### src/common/chan_cfg_pkg.sv
// Purpose: shared constants and carrier types for the channel config bank
// Assumes: AHB-Lite word access, register index times four is the byte address
// Notes:   one place for every offset, field position and reset value

package chan_cfg_pkg;

    // bank geometry
    localparam int         NUM_CHAN       = 4;
    localparam int         NUM_PROF       = 4;

    // register indices (byte address = index * 4)
    localparam logic [5:0] IDX_SEQ_STAT   = 6'h01;
    localparam logic [5:0] IDX_ID         = 6'h07;
    localparam logic [5:0] IDX_CHAN_BASE  = 6'h10;
    localparam logic [5:0] IDX_SETUP_BASE = 6'h20;
    localparam logic [5:0] IDX_FILT_BASE  = 6'h28;
    localparam logic [5:0] IDX_OFFS_BASE  = 6'h30;
    localparam logic [5:0] IDX_GAIN_BASE  = 6'h38;
    localparam logic [5:0] IDX_NONE       = 6'h3F;

    // channel register field positions
    localparam int         CH_EN_BIT      = 15;
    localparam int         PROF_LSB       = 12;
    localparam int         POS_LSB        = 5;
    localparam int         NEG_LSB        = 0;
    localparam logic [15:0] CH_WR_MASK    = 16'hB3FF;

    // sequencer status field positions
    localparam int         STAT_CUR_LSB   = 0;
    localparam int         STAT_BUSY_BIT  = 2;
    localparam int         STAT_EN_LSB    = 4;

    // values after reset
    localparam logic [15:0] CHAN0_RST     = 16'h8001;
    localparam logic [15:0] CHAN_RST      = 16'h0001;
    localparam logic [15:0] SETUP_RST     = 16'h1320;
    localparam logic [15:0] FILT_RST      = 16'h0000;
    localparam logic [15:0] OFFS_RST      = 16'h0000;
    localparam logic [15:0] GAIN_RST      = 16'h0000;
    localparam logic [1:0]  RST_SYNC_RST  = 2'h0;

    // bus encodings
    localparam logic [2:0] HSIZE_WORD     = 3'h2;

    // sequencer states, one-hot
    typedef enum logic [1:0]
    {
        SEQ_IDLE = 2'h1,
        SEQ_RUN  = 2'h2
    } seq_state_t;

    // bus request from the master
    typedef struct packed
    {
        logic        hsel;
        logic [31:0] haddr;
        logic [1:0]  htrans;
        logic        hwrite;
        logic [2:0]  hsize;
        logic        hready;
        logic [31:0] hwdata;
    } ahb_req_t;

    // bus answer to the master
    typedef struct packed
    {
        logic        hreadyout;
        logic        hresp;
        logic [31:0] hrdata;
    } ahb_rsp_t;

    // configuration handed to the conversion engine
    typedef struct packed
    {
        logic [1:0]  channel;
        logic [1:0]  profile;
        logic [4:0]  pos_sel;
        logic [4:0]  neg_sel;
        logic [15:0] setup_cfg;
        logic [15:0] filter_cfg;
        logic [15:0] offset;
        logic [15:0] gain;
    } conv_cfg_t;

endpackage : chan_cfg_pkg

### src/design/channel_config_and_id_regs.sv
// Purpose: identification word, channel registers, setups and channel sequencer
// Assumes: AHB-Lite slave, zero wait states, word accesses only
// Notes:   conversion engine sits outside and pulses conv_done per result;
//          reserved channel bits are dropped on write, so reads return zero;
//          the engine configuration follows the registers live, one edge late;
//          unmapped, misaligned and non-word accesses are ignored without error
//
// Implementation choice: register access over AHB-Lite.

`timescale 1ns/1ps

module channel_config_and_id_regs
    import chan_cfg_pkg::*;
#(
    // arbitrary neutral identification value
    parameter logic [15:0] ID_CODE = 16'h5A3C
)
(
    // clock and reset
    input  wire logic      clk,
    input  wire logic      rst_b,
    // register bus
    input  wire ahb_req_t  ahb_req,
    output ahb_rsp_t       ahb_rsp,
    // conversion engine
    input  wire logic      conv_done,
    output logic           conv_start,
    output logic           seq_busy,
    output conv_cfg_t      conv_cfg
);

    // state of the block, apart from the reset synchroniser
    typedef struct packed
    {
        logic [3:0][15:0] chan;     // channel registers
        logic [3:0][15:0] setup;    // setup configuration words
        logic [3:0][15:0] filt;     // filter configuration words
        logic [3:0][15:0] offs;     // offset words
        logic [3:0][15:0] gain;     // gain words
        logic             wr_pend;  // write data phase due
        logic [5:0]       wr_idx;   // index of pending write
        logic [31:0]      rdata;    // read data for data phase
        seq_state_t       seq;      // sequencer state
        logic [1:0]       cur;      // channel being converted
        logic             start;    // new conversion pulse
        conv_cfg_t        cfg;      // live config to engine
    } regs_t;

    // state after reset
    localparam regs_t RST_S = '{
        // channel zero starts enabled, the other three disabled
        chan:    {CHAN_RST, CHAN_RST, CHAN_RST, CHAN0_RST},
        setup:   {NUM_PROF{SETUP_RST}},
        filt:    {NUM_PROF{FILT_RST}},
        offs:    {NUM_PROF{OFFS_RST}},
        gain:    {NUM_PROF{GAIN_RST}},
        // bus and sequencer start quiet
        wr_pend: 1'b0,
        wr_idx:  6'h00,
        rdata:   32'h00000000,
        seq:     SEQ_IDLE,
        cur:     2'h0,
        start:   1'b0,
        cfg:     '0
    };

    // reset and state
    logic [1:0]  rst_sync;  // reset release stages
    logic        rst_n;     // released reset for the block
    regs_t       s;         // current state
    regs_t       next_s;    // next state
    // bus decode
    logic        take;      // address phase accepted
    logic [5:0]  idx;       // decoded register index
    // sequencer helpers
    logic [3:0]  en;        // channel enable bits
    logic [1:0]  prof;      // setup picked by current channel

    // true when idx falls in the four-word block at base
    function automatic logic in_block(input logic [5:0] i, input logic [5:0] base);
        // low two index bits pick the word inside the block
        return i[5:2] == base[5:2];
    endfunction : in_block

    // next enabled channel after cur, wrapping, cur itself last
    // limitation: plain round robin, no per-channel priority
    function automatic logic [1:0] next_enabled(input logic [3:0] e, input logic [1:0] c);
        logic [1:0] pick;
        logic [1:0] cand;
        // with nothing enabled the current channel stays picked
        pick = c;
        cand = c;
        // walk from farthest to nearest so the nearest wins
        for (int k = 4; k >= 1; k--)
        begin
            cand = 2'(c + 2'(k));
            if (e[cand])
            begin
                // a nearer enabled channel overrides a farther one
                pick = cand;
            end
        end
        return pick;
    endfunction : next_enabled

    // read value of one register, unmapped words read zero
    // the status word is a debug view of the sequencer
    function automatic logic [31:0] read_word(input regs_t r, input logic [5:0] i,
                                              input logic [3:0] e);
        logic [31:0] w;
        // upper half and unmapped slots read zero
        w = 32'h00000000;
        if (i == IDX_ID)
        begin
            // fixed code, no storage behind it
            w[15:0] = ID_CODE;
        end
        else if (i == IDX_SEQ_STAT)
        begin
            // current channel, busy flag and enables side by side
            w[STAT_CUR_LSB +: 2] = r.cur;
            w[STAT_BUSY_BIT]     = (r.seq == SEQ_RUN);
            w[STAT_EN_LSB +: 4]  = e;
        end
        else if (in_block(i, IDX_CHAN_BASE))
        begin
            // stored already masked, reserved bits come back zero
            w[15:0] = r.chan[i[1:0]] & CH_WR_MASK;
        end
        else if (in_block(i, IDX_SETUP_BASE))
        begin
            // setup words are stored whole, no reserved bits
            w[15:0] = r.setup[i[1:0]];
        end
        else if (in_block(i, IDX_FILT_BASE))
        begin
            // filter word of the addressed setup
            w[15:0] = r.filt[i[1:0]];
        end
        else if (in_block(i, IDX_OFFS_BASE))
        begin
            // offset word of the addressed setup
            w[15:0] = r.offs[i[1:0]];
        end
        else if (in_block(i, IDX_GAIN_BASE))
        begin
            // gain word of the addressed setup
            w[15:0] = r.gain[i[1:0]];
        end
        return w;
    endfunction : read_word

    // reset release; first stage feeds only the second
    always_ff @(posedge clk or negedge rst_b)
    begin
        if (!rst_b)
        begin
            // assert at once, no clock needed
            rst_sync <= RST_SYNC_RST;
        end
        else
        begin
            // shift ones in; release lands on the second edge, which keeps
            // reset removal clear of a metastable first stage
            rst_sync <= {rst_sync[0], 1'b1};
        end
    end

    // only the second stage leaves the synchroniser
    assign rst_n = rst_sync[1];

    // channel enables gathered from each channel register
    generate
        for (genvar g = 0; g < NUM_CHAN; g++)
        begin : g_en
            // read by the sequencer and by the status word
            assign en[g] = s.chan[g][CH_EN_BIT];
        end
    endgenerate

    // address phase qualifier: selected, ready, active, whole word
    // hready is part of it so a stalled bus never takes a request twice;
    // byte and halfword accesses are dropped rather than half written
    assign take = ahb_req.hsel && ahb_req.hready && ahb_req.htrans[1]
                  && (ahb_req.hsize == HSIZE_WORD);

    // misaligned or out-of-range addresses map to an empty slot
    // upper address bits are decoded in full so no alias reaches a register;
    // the empty slot reads zero and swallows writes
    assign idx = (ahb_req.haddr[31:8] == 24'h000000 && ahb_req.haddr[1:0] == 2'h0)
                 ? ahb_req.haddr[7:2] : IDX_NONE;

    // next state: bus writes, read capture, sequencer, engine config
    always_comb
    begin
        // hold everything by default
        next_s       = s;
        // start is a one-cycle pulse
        next_s.start = 1'b0;
        // given a value on every path
        prof         = 2'h0;

        // data phase of an earlier write lands now
        if (s.wr_pend)
        begin
            if (in_block(s.wr_idx, IDX_CHAN_BASE))
            begin
                // reserved bits dropped at the door
                next_s.chan[s.wr_idx[1:0]] = ahb_req.hwdata[15:0] & CH_WR_MASK;
            end
            else if (in_block(s.wr_idx, IDX_SETUP_BASE))
            begin
                // upper data half is ignored
                next_s.setup[s.wr_idx[1:0]] = ahb_req.hwdata[15:0];
            end
            else if (in_block(s.wr_idx, IDX_FILT_BASE))
            begin
                // filter word, whole
                next_s.filt[s.wr_idx[1:0]] = ahb_req.hwdata[15:0];
            end
            else if (in_block(s.wr_idx, IDX_OFFS_BASE))
            begin
                // offset word, whole
                next_s.offs[s.wr_idx[1:0]] = ahb_req.hwdata[15:0];
            end
            else if (in_block(s.wr_idx, IDX_GAIN_BASE))
            begin
                // gain word, whole
                next_s.gain[s.wr_idx[1:0]] = ahb_req.hwdata[15:0];
            end
            // id, status and empty slots ignore writes
        end
        // a pending write lasts one data phase only
        next_s.wr_pend = 1'b0;

        // accept a new address phase
        if (take)
        begin
            if (ahb_req.hwrite)
            begin
                // data follows next cycle, so only the index is kept
                next_s.wr_pend = 1'b1;
                next_s.wr_idx  = idx;
            end
            else
            begin
                // read from next_s so a write just before is seen
                next_s.rdata = read_word(next_s, idx, en);
            end
        end

        // channel sequencer
        // the engine is only told to start; it reports back by conv_done
        unique case (s.seq)
            SEQ_IDLE:
            begin
                // first enabled channel, searching from channel 0
                if (|en)
                begin
                    next_s.seq   = SEQ_RUN;
                    next_s.cur   = next_enabled(en, 2'h3);
                    next_s.start = 1'b1;
                end
                else
                begin
                    // nothing enabled: stay idle
                    next_s.seq = SEQ_IDLE;
                end
            end
            SEQ_RUN:
            begin
                // stop first, so an emptied bank never starts again
                if (!(|en))
                begin
                    // all channels switched off, engine stops
                    next_s.seq = SEQ_IDLE;
                end
                // a result finished, or software switched the running channel
                // off; enables are registered, so a fresh one counts an edge late
                else if (conv_done || !en[s.cur])
                begin
                    // move on; a lone channel simply repeats
                    next_s.cur   = next_enabled(en, s.cur);
                    next_s.start = 1'b1;
                end
            end
        endcase

        // live config of the chosen channel; changes apply at once,
        // which is simpler than latching per conversion but lets
        // software disturb a conversion in flight
        prof                  = s.chan[next_s.cur][PROF_LSB +: 2];
        // the chosen channel travels with its settings
        next_s.cfg.channel    = next_s.cur;
        next_s.cfg.profile    = prof;
        // input selects pass through with no remapping
        next_s.cfg.pos_sel    = s.chan[next_s.cur][POS_LSB +: 5];
        next_s.cfg.neg_sel    = s.chan[next_s.cur][NEG_LSB +: 5];
        // all four words of the picked setup travel together
        next_s.cfg.setup_cfg  = s.setup[prof];
        next_s.cfg.filter_cfg = s.filt[prof];
        next_s.cfg.offset     = s.offs[prof];
        next_s.cfg.gain       = s.gain[prof];
    end

    // state register
    always_ff @(posedge clk or negedge rst_n)
    begin
        if (!rst_n)
        begin
            // whole bank back to its reset image
            s <= RST_S;
        end
        else
        begin
            // one register stage for every field
            s <= next_s;
        end
    end

    // bus answer: never waits, always okay
    // zero wait states, so every data phase completes in one cycle
    assign ahb_rsp.hreadyout = 1'b1;
    assign ahb_rsp.hresp     = 1'b0;
    assign ahb_rsp.hrdata    = s.rdata;

    // engine side, all from flip-flops
    // conv_cfg lags the registers by one edge; the engine latches it at conv_start
    assign conv_start = s.start;
    assign seq_busy   = (s.seq == SEQ_RUN);
    assign conv_cfg   = s.cfg;

endmodule : channel_config_and_id_regs

### config.mk
export PLATFORM = sky130hd
export DESIGN_NAME = channel_config_and_id_regs
export DESIGN_NICKNAME = d
export VERILOG_FILES = /design/src/common/chan_cfg_pkg.sv /design/src/design/channel_config_and_id_regs.sv
export SDC_FILE = /design/constraint.sdc
export NUM_CORES = 1
export LEC_CHECK = 0
export ABC_CLOCK_PERIOD_IN_PS = 15500
export BUFFER_PORTS_ARGS = -buffer_cell sky130_fd_sc_hd__buf_2
export CAP_MARGIN = 15
export CORE_MARGIN = 2
export CORE_UTILIZATION = 60
export DETAILED_ROUTE_END_ITERATION = 8
export PLACE_DENSITY = 0.8
export SKIP_LAST_GASP = 1
export SYNTH_ARGS = -nofsm -noshare
export SYNTH_HDL_FRONTEND = slang
export SYNTH_SLANG_ARGS = --single-unit
### constraint.sdc
create_clock -name clk -period 15.5 [get_ports clk]
set_clock_uncertainty 0.2 [all_clocks]
set_input_delay 0.775 -clock clk [delete_from_list [all_inputs] [get_ports clk]]
set_output_delay 0.775 -clock clk [all_outputs]
set_load 0.005 [all_outputs]
==> metrics.yaml <==
outcome: "complete, no violations"
synthDominantCellAreaShare_pct: 47.8
cts_max_level: 2
layout_min_cycle_time_ns: 4.91
clockBufferDepth: 3
busiest_layer: "met2"
drv_slew: 0
synth_top_family_by_area: "multiplexers"
core_area_mm2: 0.0336
cts_setup_buffers: 0
syn_inst: 1871
cp-end-kind: "flop"
synth_mux_area_share_pct: 18.2
critical_path.max_fanout: 100
io_pins: 189
cts.sinks: 414
p_leak_nw: 9.77
path_clk_slew_ns: 0.06
use_met3_pct: 7.60
insertion_delay_ns: 0.56
cp.required_ns: 15.68
synth_compound_area_share_pct: 13.2
vias_per_cell: 6.75
setup_tns_ns: 0
rsz0062_at_grt: "no"
grt_start_max_net_pins: 188
finalNonFillerCells: 2337
hold_viol_final: 0
setup-violations-final: 0
dp_cells: 2259
cts_buffers: 42
vdd_drop_max_v: 0.000101
grt_pass1_wl_um: 90900
cap_violations: 0
max_slew_margin_pct: 18.8
synth_area_leaders: "dfrtp_1 (48%), mux2_2 (16%), nand2_1 (4.5%), buf_4 (4.3%), dfstp_2 (2.8%)"
yosysUniqueCellTypes: 78
hp-class: "flop to flop"
grtUsageMet1_pct: 44.3
cp-start-kind: "flop"
die_h_um: 189
root_buffer: "clkbuf_16"
fmax_mhz: 204
rows: 67
worstSetupPathType: "flop to flop"
nFillCells: 2486
grt_antenna_before_repair: 3
io_buffers: 153
p_per_area_mw_per_mm2: 148
syn_avg_cell_area_um2: 11.0
grtUsageMet2_pct: 51.2
vias: 15800
dp_hpwl_um: 37900
drc: 0
cts_resized: 0
gp_congestion: 0.941
critPathMaxStageDelay_ns: 0.95
yosys.area.top_type: "dfrtp_1"
tightest_slew_ns: 1.19
synth_area_mm2: 0.0205
post_drt_wl_per_cell_um: 26.1
seq_area_frac_synth_pct: 50.6
drive_above_1_share_pct: 31.1
async_flop_share_pct: 100
synth_xor_area_share_pct: 0
power_mw: 3.29
cts_hold_buf: 1
synth_warnings: 0
synth-simple-area-share_pct: 10.0
postRouteWirelength_um: 60900
holdWs_ns: 0.155
start_util_pct: 61.1
synth_edf_count: 0
worstPathArrival_ns: 5.08
firstDrtPassIters: 7
synth_top_flop_cell: "dfrtp_1"
grt_usage_pct: 33.7
ys_seq_elements: 414
crit_chain: "or4_1, o31ai_1, o31a_1, nor3_4, nand2_1, a32o_4, inv_4, buf_4, nand2_1, a32oi_1"
path_common_cell: "nand2_1"
grt_pass1_vias: 15500
cp_slowest_cell: "buf_4"
synth_fa_ha_area_share_pct: 0
tritoncts: "built"
areaGrowthSynthToFinish_pct: 7.81
finalCritPeriodShare_pct: 31.6
detail-route-antenna-nets: 0
die_area_mm2: 0.0357
die_w_um: 189
drt_iter0_drc: 2042
grt_overflow_total: 0
nets: 1933
[metrics by stage]
step | cell area (µm²) | setup slack [ns] | util [%]
2_1_floorplan | 20600 | 2.95 | -
3_3_place_gp | 20700 | 10.60 | 61.5
3_5_place_dp | 20700 | 10.57 | 61.5
4_1_cts | 22100 | 10.82 | 65.8
5_1_grt | 22100 | 10.47 | 65.9
6_report | 22100 | 10.59 | 65.9
[layer usage]
metal,up-vias,share of wire (%)
met5,-,0.018
met4,2,6.6
met3,239,11
met2,1078,45
met1,7855,37
li1,6594,-
[final timing paths]
kind                              from      endpoint  slack [ns]  depth (start not counted)
min in group asynchronous  rst_sync[1]        s[318]        0.21                          0
hold / removal             rst_sync[0]   rst_sync[1]        0.15                          0
max in group asynchronous  rst_sync[1]  conv_cfg[64]       12.59                          2
hold reg to reg            rst_sync[0]   rst_sync[1]        0.15                          0
setup / recovery                 en[0]  conv_cfg[22]       10.59                         10
setup reg to reg                 en[0]  conv_cfg[22]       10.59                         10
[cell type report]
class,instances,area [µm²],area share [%]
Clock inverter,9,120,0.542
Timing Repair Buffer,185,1040,4.69
Tap cell,448,561,2.53
Antenna cell,2,5.00,0.0226
Clock buffer,64,1300,5.86
Inverter,25,96.3,0.435
Multi-Input combinational cell,1190,8640,39.0
Sequential cell,414,10400,46.9
[state kept, by name (all words and copies together), names as in the netlist]
| register | cells |
|---|---|
| rst_sync | 2 |
| conv_cfg | 78 |
| s | 313 |
| conv_start | 1 |
| ahb_rsp | 16 |
| en | 4 |
[layout by cell type, fill, tap and decap left out, types with 11 or more instances in the layout]
master,count
a211oi_1,13
a21oi_1,103
a221oi_1,19
a22o_1,11
a32oi_1,65
buf_2,153
buf_4,28
clkbuf_16,45
conb_1,19
dfrtp_1,391
dfstp_2,22
inv_1,23
mux2_2,289
mux2i_1,46
nand2_1,243
nand2b_1,15
nand3_1,17
nor2_1,79
nor2b_1,13
o21ai_0,43
o221ai_1,16
o22ai_1,36
[critical path: cells and delay by family, from the launching register on]
kind,cells,cell delay [ns]
compound gates,4,1.49
buf+inv,2,1.30
flops,1,0.61
simple gates,4,1.08
[cells in the mapped netlist, drive strengths merged, types with 10 or more instances]
master  count
a221oi     19
o22ai      36
nor4       11
dfrtp     392
nor3       15
dfstp      22
nand2b     15
or3        10
a21oi     104
a22o       11
nor2       81
o21ai      46
nand2     244
mux2      292
clkbuf     82
inv        24
buf       177
a32oi      65
o221ai     16
mux2i      46
nor2b      13
a211oi     13
nand3      17
[cell families after synthesis]
group,after synthesis
AND/OR/NAND/NOR,446
multiplexers,338
other,2
flip-flops,414
buffers and inverters,284
AO/OA/AOI/OAI,387
[where the power goes]
group / leakage (nW) / switching [mW] / internal, mW / total, mW
sequential: 4.99 / 0.0606 / 1.23 / 1.29
clock: 0.703 / 0.420 / 0.625 / 1.04
combinational: 4.07 / 0.638 / 0.312 / 0.950
Note: power is estimated with default switching activity, not from simulation.
